$ cat config.mk
export PLATFORM = sky130hd
export DESIGN_NAME = jpd_top
export DESIGN_NICKNAME = d
export VERILOG_FILES = /design/src/jpd_pkg.sv /design/src/jpd_skid.sv /design/src/jpd_top.sv
export SDC_FILE = /design/constraint.sdc
export NUM_CORES = 1
export LEC_CHECK = 0
export BUFFER_PORTS_ARGS = -buffer_cell sky130_fd_sc_hd__buf_2
export CORE_ASPECT_RATIO = 0.9
export CORE_MARGIN = 1.5
export CORE_UTILIZATION = 50
export CTS_CLUSTER_DIAMETER = 60
export DETAILED_ROUTE_END_ITERATION = 8
export GPL_TIMING_DRIVEN = 0
export PLACE_DENSITY = 0.8
export SYNTH_ARGS = -nofsm -noshare
export SYNTH_HDL_FRONTEND = slang
export SYNTH_SLANG_ARGS = --single-unit
$ cat constraint.sdc
create_clock -name clk -period 2.4 [get_ports clk]
set_clock_uncertainty 0.05 [all_clocks]
set_input_delay 0.12 -clock clk [delete_from_list [all_inputs] [get_ports clk]]
set_output_delay 0.12 -clock clk [all_outputs]
set_load 0.1 [all_outputs]
$ cat src/jpd_pkg.sv
/*
 * jpd_pkg: constants and types shared by the test-port programming
 * data registers and their two-entry output buffer.
 * assumes: nothing beyond a SystemVerilog elaborator.
 */
package jpd_pkg;

    // ----------------------------------------------------------------
    // instruction codes
    // ----------------------------------------------------------------
    localparam int IR_W = 4;
    localparam logic [3:0] IR_DEVICE_RESET = 4'hC;
    localparam logic [3:0] IR_UNLOCK = 4'h4;
    localparam logic [3:0] IR_COMMAND = 4'h5;
    localparam logic [3:0] IR_PAGE_LOAD = 4'h6;
    localparam logic [3:0] IR_PAGE_READ = 4'h7;
    localparam logic [3:0] IR_BYPASS = 4'hF;
    localparam logic [3:0] IR_CAPTURE_VAL = 4'h1;

    // ----------------------------------------------------------------
    // data register widths and values
    // ----------------------------------------------------------------
    localparam int ENABLE_W = 16;
    localparam int CMD_W = 15;
    localparam int BYTE_W = 8;
    localparam int PAGE_BITS = 1024;
    localparam int PAGE_BYTES = PAGE_BITS / BYTE_W;
    localparam int PAGE_READ_BITS = PAGE_BITS + BYTE_W;
    localparam int IDX_W = $clog2(PAGE_BYTES);
    localparam int BIT_CNT_W = $clog2(BYTE_W);
    localparam int LOAD_W = IDX_W + BYTE_W;
    localparam logic [15:0] UNLOCK_SIGNATURE = 16'hA370;
    localparam logic [15:0] ENABLE_RST = 16'h0000;
    localparam logic [14:0] CMD_RST = 15'h0000;
    localparam logic [7:0] READ_FILL_BYTE = 8'h00;
    localparam logic [2:0] LAST_BIT = 3'h7;
    localparam int SYNC_STAGES = 2;

    // ----------------------------------------------------------------
    // test access port states
    // ----------------------------------------------------------------
    typedef enum logic [3:0] {
        TAP_RESET = 4'h0,
        TAP_IDLE = 4'h1,
        TAP_SEL_DR = 4'h2,
        TAP_CAP_DR = 4'h3,
        TAP_SHIFT_DR = 4'h4,
        TAP_EXIT1_DR = 4'h5,
        TAP_PAUSE_DR = 4'h6,
        TAP_EXIT2_DR = 4'h7,
        TAP_UPD_DR = 4'h8,
        TAP_SEL_IR = 4'h9,
        TAP_CAP_IR = 4'hA,
        TAP_SHIFT_IR = 4'hB,
        TAP_EXIT1_IR = 4'hC,
        TAP_PAUSE_IR = 4'hD,
        TAP_EXIT2_IR = 4'hE,
        TAP_UPD_IR = 4'hF
    } jpd_tap_e;

endpackage

$ cat src/jpd_skid.sv
/*
 * jpd_skid: two-entry buffer with valid and ready on both sides;
 * the output side is registered.
 * assumes: both sides on clk; srst synchronous, active high.
 */
module jpd_skid #(
    parameter int W = jpd_pkg::LOAD_W
) (
    input wire logic clk,
    input wire logic srst,
    input wire logic [W-1:0] in_data,
    input wire logic in_valid,
    output logic in_ready,
    output logic [W-1:0] out_data,
    output logic out_valid,
    input wire logic out_ready
);
    logic [W-1:0] skid_data_reg;
    logic skid_valid_reg;
    logic take;

    // second entry only fills when the head is stalled
    assign in_ready = !skid_valid_reg;
    assign take = in_valid && in_ready;

    always_ff @(posedge clk) begin
        if (srst) begin
            out_valid <= 1'b0;
            out_data <= '0;
            skid_valid_reg <= 1'b0;
            skid_data_reg <= '0;
        end else if (!out_valid || out_ready) begin
            if (skid_valid_reg) begin
                out_data <= skid_data_reg;
                out_valid <= 1'b1;
                skid_valid_reg <= 1'b0;
            end else begin
                out_data <= in_data;
                out_valid <= take;
            end
        end else if (take) begin
            skid_data_reg <= in_data;
            skid_valid_reg <= 1'b1;
        end
    end
endmodule // jpd_skid

$ cat src/jpd_top.sv
/*
 * jpd_top: test access port with the programming data registers
 * (device reset, unlock, command, page load, page read).
 * assumes: tck/tms/tdi arrive asynchronously and tck is well below
 * clk/4; command result and page read data come from logic on clk.
 */
// Behaviour
// - reset instruction selects one-bit reset register; port controller is untouched.
// - device held in reset while reset register holds one; no update latch.
// - reset register shifts one place per tck in Shift-DR.
// - unlock instruction selects 16-bit enable register; signature shifts in.
// - Update-DR compares signature; programming mode only on exact match.
// - command instruction selects 15-bit command register.
// - Capture-DR loads previous command result into command register.
// - Shift-DR shifts command in from tdi, result out on tdo.
// - Update-DR presents shifted command to memory control outputs.
// - Run-Test/Idle after command update gives one execute pulse.
// - page load is a virtual 1024-bit register built on 8-bit shifter.
// - page load moves each byte out during Shift-DR; Update-DR does nothing.
// - page read is a virtual 1032-bit register built on 8-bit shifter.
// - page read fetches bytes in Shift-DR, ignores tdi, no capture transfer.
// - unlock signature is the fixed 16-bit pattern A370 hex.
// - enable register clears to zero at reset.
// - all shift registers move least significant bit first.
// - instruction register is four bits wide.
module jpd_top (
    input wire logic clk,
    input wire logic srst,
    input wire logic tck,
    input wire logic tms,
    input wire logic tdi,
    output logic tdo,
    output logic tdo_oe,
    output logic device_reset_out,
    output logic prog_mode,
    output logic [14:0] cmd_word,
    output logic cmd_apply,
    output logic cmd_exec,
    input wire logic [14:0] cmd_result,
    output logic [7:0] load_data,
    output logic [6:0] load_index,
    output logic load_valid,
    input wire logic load_ready,
    output logic load_overrun,
    output logic read_req,
    output logic [6:0] read_index,
    input wire logic [7:0] read_data,
    input wire logic read_valid
);
    // ----------------------------------------------------------------
    // declarations
    // ----------------------------------------------------------------
    logic [2:0] tck_sync_reg;
    logic [1:0] tms_sync_reg;
    logic [1:0] tdi_sync_reg;
    logic tck_rise;
    logic tck_fall;
    logic tms_s;
    logic tdi_s;
    jpd_pkg::jpd_tap_e state_reg;
    logic [3:0] ir_shift_reg;
    logic [3:0] ir_reg;
    logic in_cap;
    logic in_shift;
    logic in_upd;
    logic rst_dr_reg;
    logic bypass_reg;
    logic [15:0] enable_reg;
    logic [14:0] cmd_shift_reg;
    logic cmd_pending_reg;
    logic [7:0] load_shift_reg;
    logic [7:0] read_shift_reg;
    logic [7:0] prefetch_reg;
    logic [2:0] bit_cnt_reg;
    logic [6:0] idx_reg;
    logic [14:0] pend_data_reg;
    logic pend_valid_reg;
    logic pend_take;
    logic buf_in_ready;
    logic [14:0] buf_out_data;
    logic byte_done;
    logic [7:0] load_byte_next;

    // ----------------------------------------------------------------
    // helpers
    // ----------------------------------------------------------------
    function automatic jpd_pkg::jpd_tap_e tap_next(jpd_pkg::jpd_tap_e s, logic m);
        case (s)
            jpd_pkg::TAP_RESET: tap_next = m ? jpd_pkg::TAP_RESET : jpd_pkg::TAP_IDLE;
            jpd_pkg::TAP_IDLE: tap_next = m ? jpd_pkg::TAP_SEL_DR : jpd_pkg::TAP_IDLE;
            jpd_pkg::TAP_SEL_DR: tap_next = m ? jpd_pkg::TAP_SEL_IR : jpd_pkg::TAP_CAP_DR;
            jpd_pkg::TAP_CAP_DR: tap_next = m ? jpd_pkg::TAP_EXIT1_DR : jpd_pkg::TAP_SHIFT_DR;
            jpd_pkg::TAP_SHIFT_DR: tap_next = m ? jpd_pkg::TAP_EXIT1_DR : jpd_pkg::TAP_SHIFT_DR;
            jpd_pkg::TAP_EXIT1_DR: tap_next = m ? jpd_pkg::TAP_UPD_DR : jpd_pkg::TAP_PAUSE_DR;
            jpd_pkg::TAP_PAUSE_DR: tap_next = m ? jpd_pkg::TAP_EXIT2_DR : jpd_pkg::TAP_PAUSE_DR;
            jpd_pkg::TAP_EXIT2_DR: tap_next = m ? jpd_pkg::TAP_UPD_DR : jpd_pkg::TAP_SHIFT_DR;
            jpd_pkg::TAP_UPD_DR: tap_next = m ? jpd_pkg::TAP_SEL_DR : jpd_pkg::TAP_IDLE;
            jpd_pkg::TAP_SEL_IR: tap_next = m ? jpd_pkg::TAP_RESET : jpd_pkg::TAP_CAP_IR;
            jpd_pkg::TAP_CAP_IR: tap_next = m ? jpd_pkg::TAP_EXIT1_IR : jpd_pkg::TAP_SHIFT_IR;
            jpd_pkg::TAP_SHIFT_IR: tap_next = m ? jpd_pkg::TAP_EXIT1_IR : jpd_pkg::TAP_SHIFT_IR;
            jpd_pkg::TAP_EXIT1_IR: tap_next = m ? jpd_pkg::TAP_UPD_IR : jpd_pkg::TAP_PAUSE_IR;
            jpd_pkg::TAP_PAUSE_IR: tap_next = m ? jpd_pkg::TAP_EXIT2_IR : jpd_pkg::TAP_PAUSE_IR;
            jpd_pkg::TAP_EXIT2_IR: tap_next = m ? jpd_pkg::TAP_UPD_IR : jpd_pkg::TAP_SHIFT_IR;
            jpd_pkg::TAP_UPD_IR: tap_next = m ? jpd_pkg::TAP_SEL_DR : jpd_pkg::TAP_IDLE;
            default: tap_next = jpd_pkg::TAP_RESET;
        endcase
    endfunction

    // unknown codes fall back to the bypass bit
    function automatic logic dr_lsb(logic [3:0] ir, logic rst_b, logic byp_b, logic [15:0] en,
                                    logic [14:0] cmd, logic [7:0] ld, logic [7:0] rd);
        case (ir)
            jpd_pkg::IR_DEVICE_RESET: dr_lsb = rst_b;
            jpd_pkg::IR_UNLOCK: dr_lsb = en[0];
            jpd_pkg::IR_COMMAND: dr_lsb = cmd[0];
            jpd_pkg::IR_PAGE_LOAD: dr_lsb = ld[0];
            jpd_pkg::IR_PAGE_READ: dr_lsb = rd[0];
            default: dr_lsb = byp_b;
        endcase
    endfunction

    // ----------------------------------------------------------------
    // pin synchronisers and tck edges
    // ----------------------------------------------------------------
    always_ff @(posedge clk) begin
        if (srst) begin
            tck_sync_reg <= 3'h0;
            tms_sync_reg <= 2'h3;
            tdi_sync_reg <= 2'h0;
        end else begin
            tck_sync_reg <= {tck_sync_reg[1:0], tck};
            tms_sync_reg <= {tms_sync_reg[0], tms};
            tdi_sync_reg <= {tdi_sync_reg[0], tdi};
        end
    end

    // third tck stage only serves edge detection
    assign tck_rise = tck_sync_reg[1] && !tck_sync_reg[2];
    assign tck_fall = !tck_sync_reg[1] && tck_sync_reg[2];
    assign tms_s = tms_sync_reg[1];
    assign tdi_s = tdi_sync_reg[1];
    assign in_cap = tck_rise && (state_reg == jpd_pkg::TAP_CAP_DR);
    assign in_shift = tck_rise && (state_reg == jpd_pkg::TAP_SHIFT_DR);
    assign in_upd = tck_rise && (state_reg == jpd_pkg::TAP_UPD_DR);

    // ----------------------------------------------------------------
    // port controller and instruction register
    // ----------------------------------------------------------------
    always_ff @(posedge clk) begin
        if (srst) begin
            state_reg <= jpd_pkg::TAP_RESET;
        end else if (tck_rise) begin
            state_reg <= tap_next(state_reg, tms_s);
        end
    end

    always_ff @(posedge clk) begin
        if (srst) begin
            ir_shift_reg <= jpd_pkg::IR_BYPASS;
            ir_reg <= jpd_pkg::IR_BYPASS;
        end else if (tck_rise) begin
            case (state_reg)
                jpd_pkg::TAP_RESET: begin
                    ir_reg <= jpd_pkg::IR_BYPASS;
                end
                jpd_pkg::TAP_CAP_IR: begin
                    ir_shift_reg <= jpd_pkg::IR_CAPTURE_VAL;
                end
                jpd_pkg::TAP_SHIFT_IR: begin
                    ir_shift_reg <= {tdi_s, ir_shift_reg[3:1]};
                end
                jpd_pkg::TAP_UPD_IR: begin
                    ir_reg <= ir_shift_reg;
                end
                default: begin
                    ir_reg <= ir_reg;
                end
            endcase
        end
    end

    // ----------------------------------------------------------------
    // reset and bypass registers
    // ----------------------------------------------------------------
    // the port controller keeps running while the device is held
    always_ff @(posedge clk) begin
        if (srst) begin
            rst_dr_reg <= 1'b0;
        end else if (in_shift && ir_reg == jpd_pkg::IR_DEVICE_RESET) begin
            rst_dr_reg <= tdi_s;
        end
    end

    assign device_reset_out = rst_dr_reg;

    always_ff @(posedge clk) begin
        if (srst) begin
            bypass_reg <= 1'b0;
        end else if (in_cap) begin
            bypass_reg <= 1'b0;
        end else if (in_shift) begin
            bypass_reg <= tdi_s;
        end
    end

    // ----------------------------------------------------------------
    // programming unlock
    // ----------------------------------------------------------------
    always_ff @(posedge clk) begin
        if (srst) begin
            enable_reg <= jpd_pkg::ENABLE_RST;
        end else if (in_shift && ir_reg == jpd_pkg::IR_UNLOCK) begin
            enable_reg <= {tdi_s, enable_reg[15:1]};
        end
    end

    // a wrong signature also leaves programming mode
    always_ff @(posedge clk) begin
        if (srst) begin
            prog_mode <= 1'b0;
        end else if (in_upd && ir_reg == jpd_pkg::IR_UNLOCK) begin
            prog_mode <= (enable_reg == jpd_pkg::UNLOCK_SIGNATURE);
        end
    end

    // ----------------------------------------------------------------
    // programming command
    // ----------------------------------------------------------------
    always_ff @(posedge clk) begin
        if (srst) begin
            cmd_shift_reg <= jpd_pkg::CMD_RST;
        end else if (ir_reg == jpd_pkg::IR_COMMAND) begin
            if (in_cap) begin
                cmd_shift_reg <= cmd_result;
            end else if (in_shift) begin
                cmd_shift_reg <= {tdi_s, cmd_shift_reg[14:1]};
            end
        end
    end

    // commands only reach the memory while unlocked
    always_ff @(posedge clk) begin
        if (srst) begin
            cmd_word <= jpd_pkg::CMD_RST;
            cmd_apply <= 1'b0;
        end else begin
            cmd_apply <= 1'b0;
            if (in_upd && ir_reg == jpd_pkg::IR_COMMAND && prog_mode) begin
                cmd_word <= cmd_shift_reg;
                cmd_apply <= 1'b1;
            end
        end
    end

    // pending lives for one tck step; only a tck rise while in idle fires it
    always_ff @(posedge clk) begin
        if (srst) begin
            cmd_pending_reg <= 1'b0;
            cmd_exec <= 1'b0;
        end else begin
            cmd_exec <= tck_rise && cmd_pending_reg && (state_reg == jpd_pkg::TAP_IDLE);
            if (in_upd) begin
                cmd_pending_reg <= (ir_reg == jpd_pkg::IR_COMMAND) && prog_mode;
            end else if (tck_rise) begin
                cmd_pending_reg <= 1'b0;
            end
        end
    end

    // ----------------------------------------------------------------
    // page byte counters (shared by load and read)
    // ----------------------------------------------------------------
    assign byte_done = in_shift && (bit_cnt_reg == jpd_pkg::LAST_BIT);

    always_ff @(posedge clk) begin
        if (srst) begin
            bit_cnt_reg <= 3'h0;
            idx_reg <= 7'h00;
        end else if (in_cap) begin
            bit_cnt_reg <= 3'h0;
            idx_reg <= 7'h00;
        end else if (in_shift) begin
            bit_cnt_reg <= bit_cnt_reg + 3'h1;
            if (bit_cnt_reg == jpd_pkg::LAST_BIT) begin
                idx_reg <= idx_reg + 7'h01;
            end
        end
    end

    // ----------------------------------------------------------------
    // page load
    // ----------------------------------------------------------------
    assign load_byte_next = {tdi_s, load_shift_reg[7:1]};

    always_ff @(posedge clk) begin
        if (srst) begin
            load_shift_reg <= 8'h00;
        end else if (in_shift && ir_reg == jpd_pkg::IR_PAGE_LOAD) begin
            load_shift_reg <= load_byte_next;
        end
    end

    // a finished byte waits here until the buffer takes it; a whole
    // byte time is spare, so only a long receiver stall overruns
    assign pend_take = pend_valid_reg && buf_in_ready;

    always_ff @(posedge clk) begin
        if (srst) begin
            pend_valid_reg <= 1'b0;
            pend_data_reg <= 15'h0000;
        end else if (byte_done && ir_reg == jpd_pkg::IR_PAGE_LOAD && prog_mode) begin
            pend_valid_reg <= 1'b1;
            pend_data_reg <= {idx_reg, load_byte_next};
        end else if (pend_take) begin
            pend_valid_reg <= 1'b0;
        end
    end

    always_ff @(posedge clk) begin
        if (srst) begin
            load_overrun <= 1'b0;
        end else if (in_cap && ir_reg == jpd_pkg::IR_PAGE_LOAD) begin
            load_overrun <= 1'b0;
        end else if (byte_done && ir_reg == jpd_pkg::IR_PAGE_LOAD && pend_valid_reg && !pend_take) begin
            load_overrun <= 1'b1;
        end
    end

    jpd_skid #(
        .W(jpd_pkg::LOAD_W)
    ) u_load_buf (
        .clk(clk),
        .srst(srst),
        .in_data(pend_data_reg),
        .in_valid(pend_valid_reg),
        .in_ready(buf_in_ready),
        .out_data(buf_out_data),
        .out_valid(load_valid),
        .out_ready(load_ready)
    );

    assign load_data = buf_out_data[7:0];
    assign load_index = buf_out_data[14:8];

    // ----------------------------------------------------------------
    // page read
    // ----------------------------------------------------------------
    // fetch starts at the first bit of each byte, leaving seven tck
    // periods for the answer; the filler byte covers the first fetch
    always_ff @(posedge clk) begin
        if (srst) begin
            read_req <= 1'b0;
            read_index <= 7'h00;
        end else begin
            read_req <= 1'b0;
            if (in_shift && ir_reg == jpd_pkg::IR_PAGE_READ && bit_cnt_reg == 3'h0 && prog_mode) begin
                read_req <= 1'b1;
                read_index <= idx_reg;
            end
        end
    end

    always_ff @(posedge clk) begin
        if (srst) begin
            prefetch_reg <= 8'h00;
        end else if (read_valid) begin
            prefetch_reg <= read_data;
        end
    end

    // capture leaves the shifter alone except for the filler byte
    always_ff @(posedge clk) begin
        if (srst) begin
            read_shift_reg <= jpd_pkg::READ_FILL_BYTE;
        end else if (ir_reg == jpd_pkg::IR_PAGE_READ) begin
            if (in_cap) begin
                read_shift_reg <= jpd_pkg::READ_FILL_BYTE;
            end else if (byte_done) begin
                read_shift_reg <= prefetch_reg;
            end else if (in_shift) begin
                read_shift_reg <= {1'b0, read_shift_reg[7:1]};
            end
        end
    end

    // ----------------------------------------------------------------
    // tdo, changed on the falling tck edge
    // ----------------------------------------------------------------
    always_ff @(posedge clk) begin
        if (srst) begin
            tdo <= 1'b0;
            tdo_oe <= 1'b0;
        end else if (tck_fall) begin
            tdo_oe <= (state_reg == jpd_pkg::TAP_SHIFT_DR) || (state_reg == jpd_pkg::TAP_SHIFT_IR);
            if (state_reg == jpd_pkg::TAP_SHIFT_IR) begin
                tdo <= ir_shift_reg[0];
            end else begin
                tdo <= dr_lsb(ir_reg, rst_dr_reg, bypass_reg, enable_reg,
                              cmd_shift_reg, load_shift_reg, read_shift_reg);
            end
        end
    end
endmodule // jpd_top

# After elaboration in Yosys (flattened, before gate mapping)
# Index checks and enable logic that the tools add are counted.
[op_classes]
addsub = 2
n_eq_ne = 22
mux = 30
bitwise = 1
reduce_logical = 51
[op_table]
columns = ["operator", "count"]
rows = [
  ["4-bit case mux with 12 select lines", 1],
  ["15-bit two-way mux", 3],
  ["4-bit == test, second input constant", 9],
  ["4-bit by 3-bit == test with 1-bit output, second input constant", 8],
  ["1-bit logical AND", 24],
  ["8-bit two-way mux", 3],
  ["16-bit == test, second input constant", 1],
  ["4-bit two-way mux", 4],
  ["4-bit case mux with 2 select lines", 2],
  ["2-bit AND reduction", 6],
  ["1-bit two-way mux", 11],
  ["2-bit nonzero test", 5],
  ["2-bit OR reduction", 5],
  ["4-bit by 2-bit == test with 1-bit output, second input constant", 2],
  ["7-bit by 1-bit adder with 7-bit output, second input constant", 1],
  ["2-bit two-way mux", 3],
  ["3-bit two-way mux", 2],
  ["1-bit zero test", 5],
  ["1-bit case mux with 5 select lines", 1],
  ["4-bit by 1-bit == test with 1-bit output, second input constant", 1],
  ["4-bit zero test", 1],
  ["3-bit by 1-bit adder with 3-bit output, second input constant", 1],
  ["3-bit == test, second input constant", 1],
  ["3-bit zero test", 1],
  ["other kinds (4)", 5],
]
[totals]
reg_bits = 164
in_bits = 30
output_inout_bits = 46
wordCells = 137

# Logic depth before layout (Yosys ltp)
# Gate-level depths: netlist of the first run.
[logic_depth]
depth_word = 7
depth_mapped = 10
depth_no_buf = 6

# Hierarchy
# A second synthesis of the first run with hierarchy kept.
[hier_totals]
cells_unflattened = 726
hier_area_um2 = 6874.1
[modules_own_cells]
columns = ["module", "n_inst", "cells_per_inst", "area_each_um2", "seq_area_each_um2"]
rows = [
  ["jpd_top", 1, 584, 5376.4, 2642.5],
  ["jpd_skid", 1, 142, 1497.7, 640.6],
]

# Least setup slack after synthesis of the first run
# No wires, ideal clock.
[synth_path]
path_type = "register to register"
from = "reg u_load_buf.out_valid"
to = "reg u_load_buf.skid_data_reg[4]"
setup_ps = 132
arrival_ps = 2138
t_required_ps = 2218
path_slack_ps = 80
stages_incl_launch_ff = 8
n_path_buf = 3
period_less_slack_ps = 2320
path_cell_list = "dfxtp_1 nand2b_1 clkbuf_1 or3b_2 clkbuf_1 clkbuf_1 nand2_1 a21oi_1"
[synth_via]
elab_chain_len = 4
[synth_rtl]
columns = ["item", "line", "source"]
rows = [
  ["start: declaration", "jpd_skid.sv:15", "output logic out_valid,"],
  ["start signal: assignment", "jpd_skid.sv:39", "out_valid <= take;"],
  ["1-bit zero test", "jpd_skid.sv:32", "end else if (!out_valid || out_ready) begin"],
  ["1-bit logical OR", "jpd_skid.sv:32", ""],
  ["1-bit inverter (no source line)", "n/a", ""],
  ["2-bit AND reduction (no source line)", "n/a", ""],
  ["end signal: assignment", "jpd_skid.sv:42", "skid_data_reg <= in_data;"],
  ["end: declaration", "jpd_skid.sv:18", "logic [W-1:0] skid_data_reg;"],
]
# Every way passes these cells.
# A chain may end at the register's enable or synchronous reset.

# Final worst setup path of the first run
[layout_path]
from = "reg state_reg[3]"
to = "reg cmd_shift_reg[11]"
[layout_via]
elab_chain_len = 4
elab_cells_between_ends = 7
cone_classes = "eq/ne (2); mux (1); reduce/logical (4)"
[layout_rtl]
columns = ["item", "line", "source"]
rows = [
  ["start: declaration", "jpd_top.sv:60", "jpd_pkg::jpd_tap_e state_reg;"],
  ["start signal: assignment", "jpd_top.sv:151", "state_reg <= jpd_pkg::TAP_RESET;"],
  ["start signal: assignment", "jpd_top.sv:153", "state_reg <= tap_next(state_reg, tms_s);"],
  ["4-bit by 2-bit == test with 1-bit output or 4-bit by 3-bit == test with 1-bit output (tied branches)", "jpd_top.sv:142, jpd_top.sv:143", ""],
  ["1-bit logical AND (on tied branches)", "jpd_top.sv:142, jpd_top.sv:143", ""],
  ["2-bit nonzero test (no source line)", "n/a", ""],
  ["2-bit AND reduction (no source line)", "n/a", ""],
  ["end signal: assignment", "jpd_top.sv:231", "cmd_shift_reg <= jpd_pkg::CMD_RST;"],
  ["end signal: assignment", "jpd_top.sv:234", "cmd_shift_reg <= cmd_result;"],
  ["end signal: assignment", "jpd_top.sv:236", "cmd_shift_reg <= {tdi_s, cmd_shift_reg[14:1]};"],
  ["end: declaration", "jpd_top.sv:69", "logic [14:0] cmd_shift_reg;"],
]
# Several ways; a longest one is shown, not always the timed one.

==> run metrics, run 1 <==
post-route DRC violation count 0; CTS clk-pin slew, worst paths ~60 ps; Seq/Total Area, Yosys 49.9%; Flop pwr share 48.8%; grt ovf 0; Worst setup SP type register; fin nets just over 900; adder-cell share of the synthesized area less than 1%; Yosys warning count 0; final hold slack 196 ps; Mapped Area around 6600 um2; Row Count 39; final wirelength approximately 16000 um; I/O Pins 76; remaining antenna violation count 0; placed insts 987; count of final hold-check violations 0; DR WL/cell 15.3 um; required time of the critical path 2690 ps; Slew HR 51.0%; P_leak approximately 3.0 nW; Antenna Cells 0; Mapped Nets 783; final non-filler cell total 1048; Longest Clk Path Bufs 2; largest family of logic cells by synthesized area simple AND/OR/NAND/NOR gates; TritonRoute pass-1 iters 5; die height 112 um; Total GRT Usage 24.4%; P_sw ~1.2 mW; Num CTS Buffers 17; H-tree levels 4; port bufs 74; fin crit period 2270 ps; Reg area 3280 um2; top cells by area, synth dfxtp_1 50%, mux2i_1 9.6%, nand2_1 8.2%; HPWL Detailed 10600 um; vias in the first global route 5430; Initial Util 51.4%; status finished, final reports clean; Yosys top cell area share 49.9%; share of layout cells above drive strength 1 between 10% and 20%; Compound-Gate Fraction of Synth Area 12.6%; initial antenna violation count 0; register bit total from synthesis between 150 and 200; clock latency on the worst-skew pair 430 ps; Critical Path End Type register; CP arrival 2560 ps; Synth Instances 749; Post-Synth Simple-Gate Area ~22%; total negative setup slack 0 ps; initial DRC count between 500 and 600; fillcell total 1055; Root Driver clkbuf_16; CTS Sinks ~160; vias post-DR 5787; via/cell ratio 5.52; # Max-Cap Violations 0; syn avg cell area 8.78 um2; worst slew pin tran slightly above 700 ps; Switching Fraction a little over a fifth; worst-path maximum fanout 10; mux contribution to synthesized area about a tenth; Final Cycle Share 94.6%; Main synth FF type dfxtp_1; Placer Congestion 0.895; Synth cell types 51; largest net degree at the start of global routing 17; area leader, netlist dfxtp_1; Core Box Area 12800 um2; FMAX 441 MHz; total power 5.64 mW; Post-synth EDFFs 0; first-pass GRT wire length 26400 um; Comb pwr share 3.4%; clock power share 47.8%; max reg flops 16; Crit Path Class register to register; area taken by multi-input logic gates 3040 um2; RSZ-0062 raised after global routing no; Final Max Tran Viols 0; Pint around 4.4 mW; Worst Hold Class primary input to register; die area 13900 um2; count of final setup violators 0; die width 124 um; xor/xnor share of the synthesized area 0.932%; Cell Pwr Density 700 nW/um2; Post-Route Utilization 63.0%; Area Growth Syn to Fin 22.4%; peak supply drop 0.791 mV; Post-synth ARST share 0%; TritonCTS clock tree yes
## logic make-up (layout without fill, tap and decap cells)
kind of cell / Yosys count / after routing
AOI/OAI and AO/OA: 134 / 134
xor gates and xnor gates: 7 / 7
adders and majority gates: 4 / 4
buffers and inverters: 62 / 197
DFF: 164 / 164
muxes: 64 / 64
and+or+nand+nor: 314 / 314
## placed cells by master (no fill, tap or decap), types with 4 or more instances in the layout
master         synthesis  routed
clkinv_2               0       5
buf_1                  8       8
clkbuf_1              35      38
mux2i_1               63      63
a311oi_1              16      16
nor2b_1                9       9
nor3_1                 7       7
dfxtp_1              164     164
nand4_1                6       6
o21ai_0                9       9
buf_2                 10      84
o22ai_1                6       6
nor2_1                95      95
nand2_1              144     144
inv_1                  5       5
nand2b_1              10      10
o21ai_1                8       8
a211oi_1              19      18
a21oi_1               62      62
xnor2_1                4       4
dlygate4sd3_1          0      27
nand3_1               12      12
clkbuf_16              0      17
## routing by layer
metal	wire length, um	part of all wire [%]	global-route usage (%)
met5	0	0	0
met4	489	3.0	10.5
met3	872	5.4	5.53
met2	7250	45	37.3
met1	7450	46	33.0
## cell usage after synthesis (all sizes together) (10+ instances only)
library cell	instances
o21ai	17
dfxtp	164
nand3	12
a311oi	16
nand2	145
nand2b	10
mux2i	63
a211oi	19
clkbuf	35
a21oi	62
nor2	95
buf	22
## worst max-delay path: stages, from the launching register on
cell	delay [ps]
dfxtp_1	350
clkbuf_1	280
nor4_4	570
clkbuf_1	500
nand2_1	150
a311oi_1	270
## path summary, 6_finish.rpt
kind	start	depth (start not counted)	slack (ps)	endpoint
setup / recovery	state_reg[3]	5	130	cmd_shift_reg[11]
hold reg to reg	tms_sync_reg[0]	1	360	tms_sync_reg[1]
setup reg to reg	state_reg[3]	5	130	cmd_shift_reg[11]
hold / removal	read_valid	3	200	prefetch_reg[1]
## stage by stage
stage | setup slack [ps] | cell area, um2
after floorplan | 79.5 | 6580
after global placement | 64.2 | 7150
after detailed placement | 33.8 | 7150
after CTS | 0.896 | 8000
after global routing | 0.748 | 8050
final | 130 | 8050
## power by group through the flow
| stage | registers [mW] | clock network (mW) | logic (mW) |
|---|---|---|---|
| final | 2.75 | 2.70 | 0.190 |
| after global routing | 2.75 | 2.85 | 0.204 |
| after CTS | 2.75 | 2.72 | 0.184 |
| after detailed placement | 2.81 | 0 | 0.149 |
| after global placement | 2.81 | 0 | 0.147 |
| after floorplan | 2.81 | 0 | 0.0854 |
## final cells by class
cell class                      instances  area share, %
Clock buffer                           22           5.52
Timing Repair Buffer                  104           8.39
Sequential cell                       164           40.8
Tap cell                              164           2.55
Buffer                                 56           3.22
Inverter                                5          0.233
Multi-Input combinational cell        523           37.7
Clock inverter                         10           1.63
## timing repair
item | 4_1_cts | 5_1_grt
hold buffers | 27 | 0
setup buffers | 0 | 3
resized for setup | 0 | 7
endpoints found under the setup margin | 0 | 49
endpoints found under the hold margin | 27 | 0
Note: power is estimated with default switching activity, not from simulation.
==> run 2: changes to the inputs <==
--- a/config.mk
+++ b/config.mk
@@ -13,6 +13,7 @@
 export DETAILED_ROUTE_END_ITERATION = 8
 export GPL_TIMING_DRIVEN = 0
 export PLACE_DENSITY = 0.8
+export RECOVER_POWER = 25
 export SYNTH_ARGS = -nofsm -noshare
 export SYNTH_HDL_FRONTEND = slang
 export SYNTH_SLANG_ARGS = --single-unit
==> run metrics, run 2 (same netlist as run 1, synthesis figures left out) <==
count of final hold-check violations 0 (unchanged); CP arrival 2590 ps (+30 ps); final hold slack 201 ps (+4.47 ps); hold wc startpoint read_valid; required time of the critical path 2690 ps (about the same); P_leak 2.78 nW (-6.9%); peak supply drop 0.790 mV (-0.14%); RSZ-0062 raised after global routing no; worst r2r dst cmd_shift_reg[11]; TritonCTS clock tree yes; status finished, final reports clean; Critical Path End Type register; fin crit period 2300 ps (+33.4 ps); initial antenna violation count 0 (unchanged); total negative setup slack 0 ps (unchanged); Initial Util 51.4% (unchanged); Root Driver clkbuf_16; Row Count 39 (unchanged); die area 13900 um2 (unchanged); Area Growth Syn to Fin 21.5%; clock latency on the worst-skew pair 430 ps (about the same); share of layout cells above drive strength 1 9.73% (-5.3 points); CTS clk-pin slew, worst paths 60 ps (about the same); reg2reg setup slack 100 ps (-30 ps); Final Cycle Share 96.0% (+1.4 points); most frequent cells in the layout 164 x dfxtp_1, 144 x nand2_1, 95 x nor2_1, 85 x clkbuf_1, 63 x mux2i_1; Total GRT Usage 24.4% (unchanged); DR WL/cell 15.3 um (about the same); Placer Congestion 0.895 (unchanged); FMAX 434 MHz (-1.5%); final wirelength 16100 um (about the same); Num CTS Buffers 17 (unchanged); HPWL Detailed 10600 um (unchanged); TritonRoute pass-1 iters 5 (unchanged); reg2reg start state_reg[3]; die width 124 um (unchanged); Cell Pwr Density 705 nW/um2 (+0.69%); H-tree levels 4 (unchanged); die height 112 um (unchanged); worst hold endpoint prefetch_reg[1]; FF-to-FF path depth 5 (unchanged); via/cell ratio 5.53 (about the same); largest net degree at the start of global routing 17 (unchanged); pre-CTS setup slack 33.8 ps (unchanged); remaining antenna violation count 0 (unchanged); Worst setup SP type register; grt ovf 0 (unchanged); initial DRC count 495 (-7.8%); worst slew pin tran 1200 ps (+471 ps); Crit Path Class register to register; first-pass GRT wire length 26400 um (unchanged); count of final setup violators 0 (unchanged); most common cell after layout, fill and taps aside dfxtp_1; CTS Sinks 164 (unchanged); Antenna Cells 0 (unchanged); Final Max Tran Viols 0 (unchanged); Core Box Area 12800 um2 (unchanged); max reg flops 16 (unchanged); Longest Clk Path Bufs 2 (unchanged); # Max-Cap Violations 0 (unchanged); fin nets 905 (unchanged); total power 5.64 mW (about the same); vias post-DR 5791 (+0.069%); vias in the first global route 5430 (unchanged); Worst Hold Class primary input to register; Slew HR 20.5% (-30 points); hold depth 3 (unchanged); worst-path maximum fanout 10 (unchanged); Worst Setup Slack, final 96.9 ps (-33.4 ps); post-route DRC violation count 0 (unchanged); Post-Route Utilization 62.5% (-0.46 points); I/O Pins 76 (unchanged); port bufs 74 (unchanged)
run 2: routing by layer:
metal | part of all wire [%] | up-vias | track usage (%) | routed length [um]
met2 | 45 | 200 | 37.3 | 7290
li1 | - | 2814 | - | -
met1 | 46 | 2735 | 33.0 | 7460
met4 | 2.8 | 0 | 10.5 | 457
met5 | 0 | - | 0 | 0
met3 | 5.4 | 42 | 5.53 | 870
run 2: final cells by class:
cell class	instances	area [um2]
clock buffers	22	444
inverters	5	18.8
plain buffers	56	259
well taps	164	205
flip-flops and latches	164	3280
multi-input cells	523	3040
repair buffers	104	617
fillers	1083	4790
clock inverters	10	131
run 2: worst max path at each step:
stage / slack [ps] / from / depth (start not counted) / to
after floorplan: 80 / u_load_buf.out_valid / 7 / u_load_buf.skid_data_reg[4]
after CTS: 0.9 / bit_cnt_reg[1] / 10 / pend_data_reg[9]
after global placement: 60 / bit_cnt_reg[1] / 10 / pend_data_reg[14]
after detailed placement: 30 / state_reg[1] / 8 / enable_reg[14]
after global routing: 0.7 / tck_sync_reg[1] / 7 / cmd_word[14]
final: 100 / state_reg[3] / 5 / cmd_shift_reg[11]
run 2: where the power goes:
part / leakage (nW) / switching, mW / internal [mW]
clock network: 0.282 / 1.07 / 1.63
registers: 1.32 / 0.0135 / 2.74
logic: 1.17 / 0.112 / 0.0776
total: 2.78 / 1.19 / 4.44
run 2: critical path, cell delays in order, from the launching register on:
cell      delay [ps]
dfxtp_1          350
clkbuf_1         280
nor4_4           570
clkbuf_1         520
nand2_1          160
a311oi_1         270
run 2: through the flow:
stage	std cells	cell area (um2)
after detailed placement	987	7150
after global routing	1048	7990
after floorplan	749	6580
final	1048	7990
after global placement	987	7150
after CTS	1046	8000
run 2: what timing repair did:
action	CTS	global route
gates resized for setup	0	7
hold buffers	27	0
endpoints found under the setup margin	0	49
buffers inserted	0	3
endpoints found under the hold margin	27	0
==> run 3: changes to the inputs <==
--- a/config.mk
+++ b/config.mk
@@ -8,11 +8,11 @@
 export BUFFER_PORTS_ARGS = -buffer_cell sky130_fd_sc_hd__buf_2
 export CORE_ASPECT_RATIO = 0.9
 export CORE_MARGIN = 1.5
-export CORE_UTILIZATION = 50
+export CORE_UTILIZATION = 45
 export CTS_CLUSTER_DIAMETER = 60
 export DETAILED_ROUTE_END_ITERATION = 8
 export GPL_TIMING_DRIVEN = 0
-export PLACE_DENSITY = 0.8
+export PLACE_DENSITY = 0.74
 export RECOVER_POWER = 25
 export SYNTH_ARGS = -nofsm -noshare
 export SYNTH_HDL_FRONTEND = slang
==> run metrics, run 3 (same netlist as run 1, synthesis figures left out) <==
CTS Sinks 164 (unchanged); Reg area 3280 um2 (unchanged); Root Driver clkbuf_16; most frequent cells in the layout 164 x dfxtp_1, 144 x nand2_1, 95 x nor2_1, 82 x clkbuf_1, 63 x mux2i_1; total power 5.94 mW (+5.4%); peak supply drop 0.529 mV (-33%); Critical Path End Type register; HPWL Detailed 10600 um (+0.39%); first-pass GRT wire length 26300 um (-0.50%); Antenna Cells 0 (unchanged); die area 15400 um2 (+11%); I/O Pins 76 (unchanged); Row Count 41 (+5.1%); required time of the critical path 2640 ps (-50 ps); Num CTS Buffers 17 (unchanged); count of final setup violators 0 (unchanged); area taken by multi-input logic gates 3030 um2 (about the same); Total GRT Usage 21.8% (-2.5 points); Core Box Area 14200 um2 (+11%); Cell Pwr Density 733 nW/um2 (+4.0%); max reg flops 16 (unchanged); Placer Congestion 0.885 (-1.1%); TritonCTS clock tree yes; share of layout cells above drive strength 1 9.97% (+0.24 points); count of final hold-check violations 0 (unchanged); die height 118 um (+5.3%); final instance area 8110 um2 (+1.4%); Initial Util 46.5% (-5.0 points); fin crit period 2260 ps (-38.8 ps); CTS clk-pin slew, worst paths 60 ps (about the same); status finished, final reports clean; vias in the first global route 5272 (-2.9%); CP arrival 2500 ps (-90 ps); # Max-Cap Violations 0 (unchanged); Final Cycle Share 94.3% (-1.6 points); via/cell ratio 5.30 (-4.0%); Crit Path Class register to register; Area Growth Syn to Fin 23.3%; DR WL/cell 14.7 um (-4.3%); remaining antenna violation count 0 (unchanged); FF-to-FF path depth 9 (+4); FMAX 442 MHz (+1.7%); post-route DRC violation count 0 (unchanged); final wirelength 15800 um (-1.7%); TritonRoute pass-1 iters 5 (unchanged); die width 130 um (+5.3%); fillcell total 1300 (+20%); worst-path maximum fanout 10 (unchanged); hold depth 3 (unchanged); initial DRC count 508 (+2.6%); P_leak 2.82 nW (+1.3%); vias post-DR 5708 (-1.4%); worst slew pin tran 1200 ps (-1.70 ps); fin nets 905 (unchanged); Slew HR 20.6% (+0.11 points); grt ovf 0 (unchanged); port bufs 74 (unchanged); total negative setup slack 0 ps (unchanged); H-tree levels 4 (unchanged); Final Max Tran Viols 0 (unchanged); initial antenna violation count 0 (unchanged); most common cell after layout, fill and taps aside dfxtp_1; clock latency on the worst-skew pair 430 ps (about the same); RSZ-0062 raised after global routing no; dpl cell area 7190 um2 (+0.51%); Longest Clk Path Bufs 2 (unchanged); Worst setup SP type register; largest net degree at the start of global routing 17 (unchanged); Worst Hold Class primary input to register
run 3: cell count changes in the layout (fill, tap and decap cells not counted), moves of 2 or more:
cell | previous run | this run
bufinv_16 | 3 | 5
clkbuf_1 | 85 | 82
clkbuf_8 | 0 | 2
clkinv_2 | 5 | 1
run 3: area by class of cell:
type	count	share of cell area, %
Tap cell	193	2.98
Sequential cell	164	40.5
Clock inverter	11	2.45
Timing Repair Buffer	104	7.61
Multi-Input combinational cell	523	37.4
Inverter	5	0.231
Buffer	56	3.19
Clock buffer	20	5.63
run 3: what timing repair did:
item | 4_1_cts | 5_1_grt
hold buffers | 27 | 0
resized for setup | 0 | 5
buffers inserted | 0 | 3
endpoints found under the hold margin | 27 | 0
setup endpoints to repair | 0 | 46
run 3: per-layer routing:
metal  global-route usage [%]  share of wire, %
met5                        0                 0
met4                     8.38               1.4
met3                     4.45               5.0
met2                     31.9                44
met1                     31.5                49
run 3: worst max-delay path, stage by stage (launching register included):
cell,delay [ps]
dfxtp_1,350
ha_1,160
ha_1,410
and3_1,230
buf_4,180
and3_1,180
buf_6,160
buf_12,150
mux2i_1,180
nor2_1,70
run 3: final timing paths:
kind | slack [ps] | startpoint | end
max | 140 | bit_cnt_reg[1] | pend_data_reg[14]
min | 180 | read_valid | prefetch_reg[1]
max reg2reg | 140 | bit_cnt_reg[1] | pend_data_reg[14]
min reg2reg | 370 | tms_sync_reg[0] | tms_sync_reg[1]
run 3: metrics by stage:
stage | instances | utilization [%] | setup slack, ps | hold WS (ps)
2_1_floorplan | 749 | - | 79.5 | 174
3_3_place_gp | 1016 | 50.8 | 55.7 | 287
3_5_place_dp | 1016 | 50.8 | 26.2 | 282
4_1_cts | 1074 | 57.3 | 16.5 | 155
5_1_grt | 1076 | 57.3 | 4.10 | 195
6_report | 1076 | 57.3 | 136 | 180
run 3: report_power, final:
group	total [mW]	internal, mW	switching, mW
Sequential	2.75	2.74	0.0130
Combinational	0.188	0.0775	0.110
Clock	3.00	1.90	1.10
Total	5.94	4.72	1.22
